[config.mk]
export PLATFORM = sky130hd
export DESIGN_NAME = rtcad_core
export DESIGN_NICKNAME = d
export VERILOG_FILES = /design/src/rtcad_pkg.sv /design/src/rtcad_core.sv
export SDC_FILE = /design/constraint.sdc
export NUM_CORES = 1
export LEC_CHECK = 0
export BUFFER_PORTS_ARGS = -buffer_cell sky130_fd_sc_hd__buf_2
export CAP_MARGIN = 0
export CORE_UTILIZATION = 45
export DETAILED_ROUTE_END_ITERATION = 8
export GPL_TIMING_DRIVEN = 0
export SLEW_MARGIN = 20
export SYNTH_ARGS = -nofsm -noshare
export SYNTH_HDL_FRONTEND = slang
export SYNTH_SLANG_ARGS = --single-unit
[constraint.sdc]
create_clock -name clk_sys -period 5.95 [get_ports clk_sys]
set_input_delay 1.19 -clock clk_sys [delete_from_list [all_inputs] [get_ports clk_sys]]
set_output_delay 1.19 -clock clk_sys [all_outputs]
set_load 0.01 [all_outputs]
[src/rtcad_pkg.sv]
// constants and carrier types for the alarm, interrupt and divider block
package rtcad_pkg;
  // ==========================================================
  // widths
  localparam int          RTCAD_ADDR_W    = 6;
  localparam int          RTCAD_DATA_W    = 8;
  localparam int          RTCAD_DIV_W     = 22;
  localparam int          RTCAD_MEM_DEPTH = 64;
  // ==========================================================
  // address map
  localparam logic [5:0]  RTCAD_A_SEC      = 6'h00;
  localparam logic [5:0]  RTCAD_A_SEC_ALM  = 6'h01;
  localparam logic [5:0]  RTCAD_A_MIN      = 6'h02;
  localparam logic [5:0]  RTCAD_A_MIN_ALM  = 6'h03;
  localparam logic [5:0]  RTCAD_A_HR       = 6'h04;
  localparam logic [5:0]  RTCAD_A_HR_ALM   = 6'h05;
  localparam logic [5:0]  RTCAD_A_TIME_END = 6'h09;
  localparam logic [5:0]  RTCAD_A_CTRL_A   = 6'h0a;
  localparam logic [5:0]  RTCAD_A_CTRL_B   = 6'h0b;
  localparam logic [5:0]  RTCAD_A_FLAGS    = 6'h0c;
  localparam logic [5:0]  RTCAD_A_STAT_D   = 6'h0d;
  // ==========================================================
  // field positions
  localparam int          RTCAD_A_UIP_BIT  = 7;
  localparam int          RTCAD_B_SET_BIT  = 7;
  localparam int          RTCAD_B_PIE_BIT  = 6;
  localparam int          RTCAD_B_AIE_BIT  = 5;
  localparam int          RTCAD_B_UIE_BIT  = 4;
  localparam int          RTCAD_B_SQUARE_WAVE_ENABLE_BIT = 3;
  localparam int          RTCAD_SEC_HI_BIT = 7;
  // ==========================================================
  // divider select codes and stage increments
  localparam logic [2:0]  RTCAD_DV_FAST  = 3'h0;
  localparam logic [2:0]  RTCAD_DV_MID   = 3'h1;
  localparam logic [2:0]  RTCAD_DV_SLOW  = 3'h2;
  localparam logic [2:0]  RTCAD_DV_HOLD  = 3'h6;
  localparam logic [21:0] RTCAD_INC_FAST = 22'h000001;
  localparam logic [21:0] RTCAD_INC_MID  = 22'h000004;
  localparam logic [21:0] RTCAD_INC_SLOW = 22'h000080;
  localparam logic [21:0] RTCAD_DIV_HALF = 22'h200000;
  // ==========================================================
  // rate selector tap mapping
  localparam logic [3:0]  RTCAD_RS_OFF       = 4'h0;
  localparam logic [3:0]  RTCAD_RS_SLOW_LIM  = 4'h3;
  localparam logic [4:0]  RTCAD_TAP_OFS_FAST = 5'h05;
  localparam logic [4:0]  RTCAD_TAP_OFS_SLOW = 5'h0c;
  // ==========================================================
  // alarm wildcard and reset values
  localparam logic [1:0]  RTCAD_WILD_TOP = 2'h3;
  localparam logic [2:0]  RTCAD_RST_DV   = 3'h6;
  localparam logic [3:0]  RTCAD_RST_RS   = 4'h0;
  localparam logic [7:0]  RTCAD_RST_B    = 8'h00;
  // ==========================================================
  // carriers
  typedef struct packed {
    logic       rd;
    logic       wr;
    logic [5:0] addr;
    logic [7:0] wdata;
  } rtcad_bus_type;
  typedef struct packed {
    logic [7:0] sec;
    logic [7:0] min;
    logic [7:0] hr;
  } rtcad_time_type;
  typedef struct packed {
    logic       valid;
    logic [5:0] addr;
    logic [7:0] data;
  } rtcad_tload_type;
endpackage

[src/rtcad_core.sv]
// alarm match, interrupt flags, divider chain and rate selector
`timescale 1ns/1ps
// Operation
// - alarm byte with both top bits set matches any time value
// - specific alarm time raises alarm daily; interrupt only when enabled
// - wildcards give hourly, per-minute or per-second alarms
// - fifty storage bytes untouched by clock logic, always accessible
// - held divider stops interrupts and square wave; set bit does not
// - held divider lets time bytes act as storage; some bits excluded
// - each source has its own interrupt enable bit
// - enabling a source whose flag is set asserts interrupt at once
// - flags set on events regardless of enables
// - reading flag register clears bits that read as one
// - flag read value stable; events during read are kept
// - interrupt low while any flag and enable pair set; bit 7 shows it
// - 22 binary stages produce the 1 Hz update strobe
// - codes 000/001/010 pick time base; 110/111 hold divider reset
// - first update strobe half a second after divider release
// - four-bit rate code picks one of 15 taps, zero gives none
// - square wave and periodic interrupt have separate enables
// - fast bases give 30.517 us to 500 ms, 32.768 kHz to 2 Hz
// - slow base codes 1 and 2 give 256 Hz and 128 Hz
// - interrupt line released when no enabled flag is set
// - reset clears enables, flags, square-wave enable, releases line
module rtcad_core (
  // clock and reset
  input  wire logic                     clk_sys,
  input  wire logic                     nrst,
  // time base, one pulse per oscillator cycle
  input  wire logic                     osc_tick,
  // register port
  input  wire rtcad_pkg::rtcad_bus_type bus,
  output logic [7:0]                    rdata,
  // neighbouring update and calendar logic
  input  wire rtcad_pkg::rtcad_time_type time_now,
  input  wire logic                     update_in_progress,
  input  wire logic                     update_done,
  input  wire logic                     ram_valid,
  output logic                          tick_1hz,
  output logic                          update_inhibit,
  output rtcad_pkg::rtcad_tload_type    time_load,
  // pins
  output logic                          irq_n_o,
  output logic                          irq_oe,
  output logic                          square_wave_out
);
  import rtcad_pkg::*;

  // ==========================================================
  // state
  logic [2:0]                 dv_q;
  logic [3:0]                 rs_q;
  logic [7:0]                 ctrl_b_q;
  logic                       pf_q;
  logic                       af_q;
  logic                       uf_q;
  logic [RTCAD_DIV_W-1:0]     div_q;
  logic                       tap_prev_q;
  logic [7:0]                 mem [RTCAD_MEM_DEPTH];
  logic                       running;
  logic                       slow_base;
  logic [RTCAD_DIV_W-1:0]     div_inc;
  logic [RTCAD_DIV_W:0]       div_sum;
  logic [4:0]                 tap_idx;
  logic                       tap;
  logic                       pf_event;
  logic                       af_event;
  logic                       uf_event;
  logic                       alarm_match;
  logic                       flags_read;
  logic                       irq_any;
  logic                       ctrl_write;
  logic                       periodic_int_enable;
  logic                       alarm_int_enable;
  logic                       update_done_int_enable;
  logic                       square_wave_enable;

  // ==========================================================
  // divider control
  // only the three operating codes run; reset and test codes hold
  always_comb begin
    running   = 1'b0;
    slow_base = 1'b0;
    div_inc   = RTCAD_INC_FAST;
    unique case (dv_q)
      RTCAD_DV_FAST: begin
        running = 1'b1;
      end
      RTCAD_DV_MID: begin
        running = 1'b1;
        div_inc = RTCAD_INC_MID;
      end
      RTCAD_DV_SLOW: begin
        running   = 1'b1;
        slow_base = 1'b1;
        div_inc   = RTCAD_INC_SLOW;
      end
      default: begin
        running = 1'b0;
      end
    endcase
  end

  assign div_sum = {1'b0, div_q} + {1'b0, div_inc};

  // 22-stage chain, preset to half while held so release waits 0.5 s
  always_ff @(posedge clk_sys or negedge nrst) begin
    if (!nrst) begin
      div_q <= RTCAD_DIV_HALF;
    end else if (!running) begin
      div_q <= RTCAD_DIV_HALF;
    end else if (osc_tick) begin
      div_q <= div_sum[RTCAD_DIV_W-1:0];
    end
  end

  // update strobe on carry out of the last stage
  always_ff @(posedge clk_sys or negedge nrst) begin
    if (!nrst) begin
      tick_1hz <= 1'b0;
    end else begin
      tick_1hz <= running & osc_tick & div_sum[RTCAD_DIV_W];
    end
  end

  // ==========================================================
  // 1-of-15 rate selector shared by periodic flag and square wave
  always_comb begin
    if (slow_base && (rs_q < RTCAD_RS_SLOW_LIM)) begin
      tap_idx = 5'(rs_q) + RTCAD_TAP_OFS_SLOW;
    end else begin
      tap_idx = 5'(rs_q) + RTCAD_TAP_OFS_FAST;
    end
    tap = (rs_q != RTCAD_RS_OFF) && running && div_q[tap_idx];
  end

  // previous tap level for end-of-interval detection
  always_ff @(posedge clk_sys or negedge nrst) begin
    if (!nrst) begin
      tap_prev_q <= 1'b0;
    end else begin
      tap_prev_q <= tap;
    end
  end

  // square wave only while enabled and divider runs
  always_ff @(posedge clk_sys or negedge nrst) begin
    if (!nrst) begin
      square_wave_out <= 1'b0;
    end else begin
      square_wave_out <= square_wave_enable & tap;
    end
  end

  // ==========================================================
  // events
  always_comb begin
    alarm_match = 1'b1;
    if (mem[RTCAD_A_SEC_ALM][7:6] != RTCAD_WILD_TOP &&
        mem[RTCAD_A_SEC_ALM] != time_now.sec) begin
      alarm_match = 1'b0;
    end
    if (mem[RTCAD_A_MIN_ALM][7:6] != RTCAD_WILD_TOP &&
        mem[RTCAD_A_MIN_ALM] != time_now.min) begin
      alarm_match = 1'b0;
    end
    if (mem[RTCAD_A_HR_ALM][7:6] != RTCAD_WILD_TOP &&
        mem[RTCAD_A_HR_ALM] != time_now.hr) begin
      alarm_match = 1'b0;
    end
  end

  assign pf_event = tap_prev_q & ~tap & running;
  assign uf_event = update_done & running;
  assign af_event = uf_event & alarm_match;

  // ==========================================================
  // flags: read clears, a coincident event wins over the clear
  assign flags_read = bus.rd && (bus.addr == RTCAD_A_FLAGS);

  always_ff @(posedge clk_sys or negedge nrst) begin
    if (!nrst) begin
      pf_q <= 1'b0;
      af_q <= 1'b0;
      uf_q <= 1'b0;
    end else begin
      pf_q <= (pf_q & ~flags_read) | pf_event;
      af_q <= (af_q & ~flags_read) | af_event;
      uf_q <= (uf_q & ~flags_read) | uf_event;
    end
  end

  // ==========================================================
  // interrupt line, open drain
  assign periodic_int_enable     = ctrl_b_q[RTCAD_B_PIE_BIT];
  assign alarm_int_enable     = ctrl_b_q[RTCAD_B_AIE_BIT];
  assign update_done_int_enable     = ctrl_b_q[RTCAD_B_UIE_BIT];
  assign square_wave_enable    = ctrl_b_q[RTCAD_B_SQUARE_WAVE_ENABLE_BIT];
  assign irq_any = (pf_q & periodic_int_enable) | (af_q & alarm_int_enable) | (uf_q & update_done_int_enable);
  assign irq_oe  = irq_any;
  assign irq_n_o = 1'b0;    // drives low only when enabled

  // ==========================================================
  // control registers
  assign ctrl_write = bus.wr;
  assign update_inhibit = ctrl_b_q[RTCAD_B_SET_BIT];

  // divider and rate select
  always_ff @(posedge clk_sys or negedge nrst) begin
    if (!nrst) begin
      dv_q <= RTCAD_RST_DV;
      rs_q <= RTCAD_RST_RS;
    end else if (ctrl_write && bus.addr == RTCAD_A_CTRL_A) begin
      dv_q <= bus.wdata[6:4];
      rs_q <= bus.wdata[3:0];
    end
  end

  // enables and mode bits
  always_ff @(posedge clk_sys or negedge nrst) begin
    if (!nrst) begin
      ctrl_b_q <= RTCAD_RST_B;
    end else if (ctrl_write && bus.addr == RTCAD_A_CTRL_B) begin
      ctrl_b_q <= bus.wdata;
    end
  end

  // ==========================================================
  // storage bytes, never touched by clock logic
  always_ff @(posedge clk_sys) begin
    if (ctrl_write && bus.addr != RTCAD_A_CTRL_A &&
        bus.addr != RTCAD_A_CTRL_B && bus.addr != RTCAD_A_FLAGS &&
        bus.addr != RTCAD_A_STAT_D) begin
      mem[bus.addr] <= bus.wdata;
    end
  end

  // time byte writes forwarded to the calendar logic
  always_ff @(posedge clk_sys or negedge nrst) begin
    if (!nrst) begin
      time_load <= '0;
    end else begin
      time_load.valid <= ctrl_write && (bus.addr <= RTCAD_A_TIME_END);
      time_load.addr  <= bus.addr;
      time_load.data  <= bus.wdata;
    end
  end

  // ==========================================================
  // read data, valid only in the cycle after the read strobe
  always_ff @(posedge clk_sys or negedge nrst) begin
    if (!nrst) begin
      rdata <= '0;
    end else if (!bus.rd) begin
      rdata <= '0;
    end else begin
      unique case (bus.addr)
        RTCAD_A_CTRL_A: rdata <= {update_in_progress, dv_q, rs_q};
        RTCAD_A_CTRL_B: rdata <= ctrl_b_q;
        RTCAD_A_FLAGS:  rdata <= {irq_any, pf_q, af_q, uf_q, 4'h0};
        RTCAD_A_STAT_D: rdata <= {ram_valid, 7'h00};
        RTCAD_A_SEC: begin
          if (running) begin
            rdata <= time_now.sec;
          end else begin
            rdata <= {1'b0, mem[RTCAD_A_SEC][6:0]};
          end
        end
        RTCAD_A_MIN: rdata <= running ? time_now.min : mem[RTCAD_A_MIN];
        RTCAD_A_HR:  rdata <= running ? time_now.hr : mem[RTCAD_A_HR];
        default:     rdata <= mem[bus.addr];
      endcase
    end
  end

  logic [2:0] pend_q;
  always_ff @(posedge clk_sys or negedge nrst) begin
    if (!nrst) begin
      pend_q <= 3'h0;
    end else begin
      pend_q <= {pf_event, af_event, uf_event};
    end
  end
endmodule

==> results of run 1 <==
==> kinds of logic after synthesis <==
logic type,Yosys count
AO/OA/AOI/OAI,129
XOR/XNOR,44
adder cells (fa/ha/maj),10
buffers and inverters,86
flip-flops,578
multiplexers,151
other,1
AND/OR/NAND/NOR,430
==> metal layers <==
metal  global-route usage [%]  up-vias
li1                         -     5871
met1                     34.4     7152
met2                     40.4      652
met3                     3.82      105
met4                     7.20        0
met5                        0        -
==> worst paths after layout <==
path / endpoint / depth (start not counted)
setup / recovery: mem[3][6] / 8
hold / removal: div_q[13] / 1
setup reg to reg: square_wave_out / 10
hold reg to reg: ctrl_b_q[2] / 1
max in group asynchronous: dv_q[2] / 2
min in group clk_sys: ctrl_b_q[2] / 1
==> through the flow <==
step | instances | instance area, µm² | hold WS [ps] | total power [W]
after floorplan | 1461 | 24000 | 467 | 0.00512
after global placement | 2220 | 25200 | 490 | 0.00545
after detailed placement | 2221 | 25300 | 503 | 0.00546
after CTS | 2331 | 27100 | 450 | 0.00900
after global routing | 2331 | 27100 | 476 | 0.00923
final | 2331 | 27100 | 475 | 0.00896
==> final cells by class <==
cell class / instances / area, µm² / share of cell area, %
Clock buffer: 80 / 1620 / 5.96
Sequential cell: 578 / 17000 / 62.8
Inverter: 8 / 30.0 / 0.111
Multi-Input combinational cell: 797 / 6520 / 24.0
Tap cell: 688 / 861 / 3.17
Timing Repair Buffer: 72 / 405 / 1.49
Clock inverter: 30 / 249 / 0.918
Buffer: 78 / 422 / 1.55
==> placed cells by master (no fill, tap or decap), types with 18 or more instances in the layout <==
cell type,Yosys,layout
a21oi_1,18,18
buf_2,25,87
clkbuf_1,33,49
clkbuf_16,0,60
conb_1,1,33
dfrtp_1,63,63
edfxtp_1,512,512
mux4_2,128,128
nand2_1,60,60
nor2_1,290,290
o22ai_1,38,38
xor2_1,34,34
==> registers in the layout (all words and copies together) (netlist names) <==
| name | cells |
|---|---|
| uf_q | 1 |
| time_load | 15 |
| square_wave_out | 1 |
| ctrl_b_q | 8 |
| rs_q | 4 |
| af_q | 1 |
| rdata | 8 |
| tick_1hz | 1 |
| div_q | 22 |
| pf_q | 1 |
| tap_prev_q | 1 |
| mem | 512 |
| dv_q | 3 |
==> power groups by stage <==
stage               Sequential (W)  Clock (W)  Combinational, W
finish                     0.00458    0.00358          0.000798
global route               0.00459    0.00378          0.000858
CTS                        0.00458    0.00362          0.000796
detailed placement         0.00467          0          0.000794
global placement           0.00466          0          0.000784
floorplan                  0.00465          0          0.000468
==> worst max-delay path, stage by stage <==
cell      delay (ps)
buf_2             90
clkbuf_1         320
nor2_1           160
nand2_1          400
clkbuf_1         640
and2_1           250
nand3_1          580
nor2_1           990
==> flow_summary.toml, run 1 <==
[synth]
synth_edf_count = 512
yosys_warnings = 0
synth_top_family_by_area = "multiplexers"
syn_avg_cell_area_um2 = 16.7
synthXorXnorAreaFrac_pct = 1.61
synth_adder_area_share_pct = 0.524
syn_inst = 1429
synth-simple-area-share_pct = 7.78
yosysTopAreaCellShare_pct = 64.4
yosysTopAreaCell = "edfxtp_1"
yosys-mux-area-fraction_pct = 13.1
yosys-top-cells-count = "512 x edfxtp_1, 290 x nor2_1, 128 x mux4_2"
synthMostInstantiatedCell = "edfxtp_1"
synth-compound-area-share_pct = 3.74
synth_seq_area_share_pct = 71.3
ys_ff_latch = 578
syn_area_mm2 = 0.0239
synth-main-ff-cell = "edfxtp_1"
async_reset_ff_share_pct = 11.4
synthTopCellsByArea = "edfxtp_1 64%, mux4_2 12%, dfrtp_1 6.6%, nor2_1 4.6%, xor2_1 1.2%"
synth_cell_type_count = 63

[timing]
finalHoldViolCount = 0
slew_headroom_pct = 33.7
setup_slack_ps = 1570
clock.fmax_mhz = 228
fin_crit_sh_pct = 73.6
timing.final.max_slew_violations = 0
skew_ps = 14.4
setup_viol_count_final = 0
final.setup.tns_ps = 0
fin_crit_ps = 4380
tightest_slew_ps = 990
rsz0062_at_grt = "no"

[placement]
dp_hpwl_mm = 42.6
place_ws_ps = 1110
portBuffers = 71
place_congestion = 0.992

[clock_tree]
clock_path_buffers = 3
post_cts_buffers = 0
cts_root_buf = "clkbuf_16"
cts_resized = 0
cts_sinks = 578
clk_pin_slew_ps = 60
clk_latency_ps = 620
cts_made_buffers = 60
cts_tree = "yes"
htree_levels = 2
hold_buffers = 0

[setup_path]
r2r-start = "rs_q[1]"
path_class = "in -> reg"
r2r_setup_slack_ps = 2960
crit_start = "bus[12]"
crit_path_end_kind = "flop"
path_max_fanout = 10
cp.required_ps = 6190
startpoint_type = "input port"
crit_arrival_ps = 4620

[power]
peakVddDrop_uv = 259
power_frac_seq_pct = 51.2
leakagePower_nw = 9.22
netSwitchingPower_w = 0.00212
swShare_pct = 23.6
pwr_density_cell_mw_per_mm2 = 330
p_comb_share_pct = 8.9
internal_power_w = 0.00684
clock_power_share_pct = 39.9

[global_routing]
grt-ovfl-total = 0
grt_max_degree = 68
antenna_found_initial = 0
grt_usage_pct = 24.8
grt_pass1_vias = 13400
grt_pass1_wl_mm = 94.3

[routing]
final_antenna_net_count = 0
met2_length_mm = 32.3
first_iter_violations = 1656
drt-total-wl_mm = 66.0
drt-vias-per-instance = 5.91
num_vias = 13800
top_layer = "met4"
dr.pass1.iters = 5
dr_wl_met3_mm = 4.89
drc = 0
wl_met1_mm = 26.9
post_drt_wl_per_cell_um = 28.3

[floorplan]
ioPinCount = 74
row_count = 84
coreArea_mm2 = 0.0524
die-area_mm2 = 0.0540
start_util_pct = 45.5
die_w_um = 232
die_h_um = 232

[finish]
final_util_pct = 51.7
nets = 1651
fillers = 4379
antenna_cells = 0
drive_above_1_share_pct = 21.9
areaGrowthSynthToFinish_pct = 13.6

[outcome]
status = "completed"

[run]
max_cap_viol_count = 0

[min_path]
hold_class = "in -> async"
No activity file was read; power rests on OpenSTA's default activity.
==> run 2: changes to the inputs <==
- ABC_AREA: default -> 1
- clock period: 5.95 -> 4.3 ns (I/O delays scaled with it)
==> flow_summary.toml, run 2 <==
[outcome]
status = "completed"

[routing]
num_vias = 17200
dr.pass1.iters = 8
final_antenna_net_count = 0
drt-total-wl_mm = 76.4
post_drt_wl_per_cell_um = 25.9
first_iter_violations = 2145
drc = 0
drt-vias-per-instance = 5.84

[floorplan]
die_h_um = 235
coreArea_mm2 = 0.0531
row_count = 84
die-area_mm2 = 0.0551
ioPinCount = 74
die_w_um = 235
start_util_pct = 45.9

[power]
pwr_density_cell_mw_per_mm2 = 461
leakagePower_nw = 10.2
peakVddDrop_uv = 349
power_w = 0.0128

[finish]
largest_reg_flops = 512
fillers = 4637
mostFrequentLayoutCells = "520 x nand2_1, 512 x edfxtp_1, 163 x nand3_1"
antenna_cells = 0
areaGrowthSynthToFinish_pct = 13.9
final_cell_count_no_fill = 2947
drive_above_1_share_pct = 13.9
largestRegisters = "mem: 512 flops, div_q: 22 flops, time_load: 15 flops"
nets = 2265
final_common_cell = "nand2_1"
top_register = "mem"

[synth]
yosysTopAreaCell = "edfxtp_1"
yosys-top-cells-count = "520 x nand2_1, 512 x edfxtp_1, 163 x nand3_1"
synth_cell_type_count = 57
synth_top_family_by_area = "simple AND/OR/NAND/NOR gates"
synth-simple-area-share_pct = 16.3
async_reset_ff_share_pct = 11.4
yosys_warnings = 0
ys_ff_latch = 578
yosys-mux-area-fraction_pct = 0.0462
synthMostInstantiatedCell = "nand2_1"
syn_inst = 2042
syn_avg_cell_area_um2 = 11.9
synth_adder_area_share_pct = 0.513
yosysTopAreaCellShare_pct = 63.1
synthXorXnorAreaFrac_pct = 0.539
synth-main-ff-cell = "edfxtp_1"
synth_seq_area_share_pct = 69.8
synth_edf_count = 512
synth-compound-area-share_pct = 8.98
syn_area_mm2 = 0.0244
synthTopCellsByArea = "edfxtp_1 63%, nand2_1 8.0%, dfrtp_1 6.5%, o221ai_1 3.7%, nand3_1 3.3%"

[clock_tree]
cts_tree = "yes"
clock_path_buffers = 3
cts_resized = 0
cts_sinks = 578
post_cts_buffers = 0
hold_buffers = 0
clk_latency_ps = 640
clk_pin_slew_ps = 60
cts_root_buf = "clkbuf_16"
cts_made_buffers = 60
htree_levels = 2

[placement]
dp_hpwl_mm = 50.3
dp_cells = 2835
place_ws_ps = -28.9
place_congestion = 0.944
portBuffers = 72

[timing]
rsz0062_at_grt = "no"
finalHoldViolCount = 0
final.setup.tns_ps = 0
fin_crit_sh_pct = 89.9
slew_headroom_pct = 18.4
clock.fmax_mhz = 259
tightest_slew_ps = 1220
fin_crit_ps = 3870
timing.final.max_slew_violations = 0
setup_slack_ps = 432
skew_ps = 14.2
hold_ws_ps = 83.1
setup_viol_count_final = 0

[setup_path]
reg2reg_depth = 14
worstSetupPathDepth = 6
path_cells = "buf_2 -> buf_2 -> buf_1 -> buf_1 -> nand3_1 -> nor2_1"
r2r_setup_slack_ps = 1600
max_stage_delay_ps = 1050
path_delay_family = "simple AND/OR/NAND/NOR gates"
path_max_fanout = 10
r2r-end = "div_q[18]"
cp.required_ps = 4540
crit_arrival_ps = 4110
critPathBufInv = 4
critPathSlowestCell = "nor2_1"
startpoint_type = "input port"
path_class = "in -> reg"
r2r-start = "dv_q[2]"
crit_path_end_kind = "flop"

[min_path]
hold_class = "in -> async"

[global_routing]
grt_pass1_wl_mm = 112
grt_max_degree = 67
grt-ovfl-total = 0
grt_pass1_vias = 16700
antenna_found_initial = 0
grt_usage_pct = 27.7

[run]
max_cap_viol_count = 0
[run 2: cell count changes after synthesis, moves of 17 or more]
cell and change:
o21ai_0 +34, nor2_1 -139, o211ai_1 +17, buf_4 +19, inv_1 +70, nand2_1 +460
nand3_1 +150, o22ai_1 -33, mux4_2 -128, a21oi_1 +49, xor2_1 -33, o221ai_1 +102
o21ai_1 +39
[run 2: report_power, final]
group	switching [W]	leakage (nW)	internal [W]
clock network	0.00220	0.977	0.00313
registers	0.0000775	5.47	0.00624
logic	0.000847	3.72	0.000330
total	0.00312	10.2	0.00970
[run 2: final cells by class]
cell class | instances | area [µm²] | area share [%]
Clock inverter | 39 | 419 | 1.51
Multi-Input combinational cell | 1300 | 6570 | 23.7
Sequential cell | 578 | 17000 | 61.3
Buffer | 100 | 558 | 2.01
Tap cell | 688 | 861 | 3.10
Timing Repair Buffer | 73 | 410 | 1.48
Clock buffer | 73 | 1570 | 5.66
Inverter | 96 | 363 | 1.31
[run 2: per-stage QoR]
stage          cell area [µm²]  utilization, %
6_report                 27800            52.3
5_1_grt                  27800            52.3
4_1_cts                  27800            52.3
3_5_place_dp             25800            48.6
3_3_place_gp             25700            48.5
2_1_floorplan            24500               -
[run 2: how the worst max path moves through the flow]
stage	startpoint	end	slack [ps]
after floorplan	bus[9]	mem[19][0]	1670
after global placement	bus[9]	mem[43][5]	-6
after detailed placement	bus[10]	mem[61][2]	-30
after CTS	bus[10]	mem[61][7]	640
after global routing	bus[10]	mem[61][7]	480
final	bus[10]	mem[61][3]	430
[run 2: metal layers]
layer  GRT usage [%]  wire [µm]
met5               0          0
met4            10.0       2550
met3            5.59       7000
met2            43.8      35100
met1            38.1      31800
[run 2: logic make-up after synthesis]
logic type	Yosys count
multiplexers	1
adder cells (fa/ha/maj)	10
other	1
buffers and inverters	196
AND/OR/NAND/NOR	919
AO/OA/AOI/OAI	322
flip-flops	578
XOR/XNOR	15
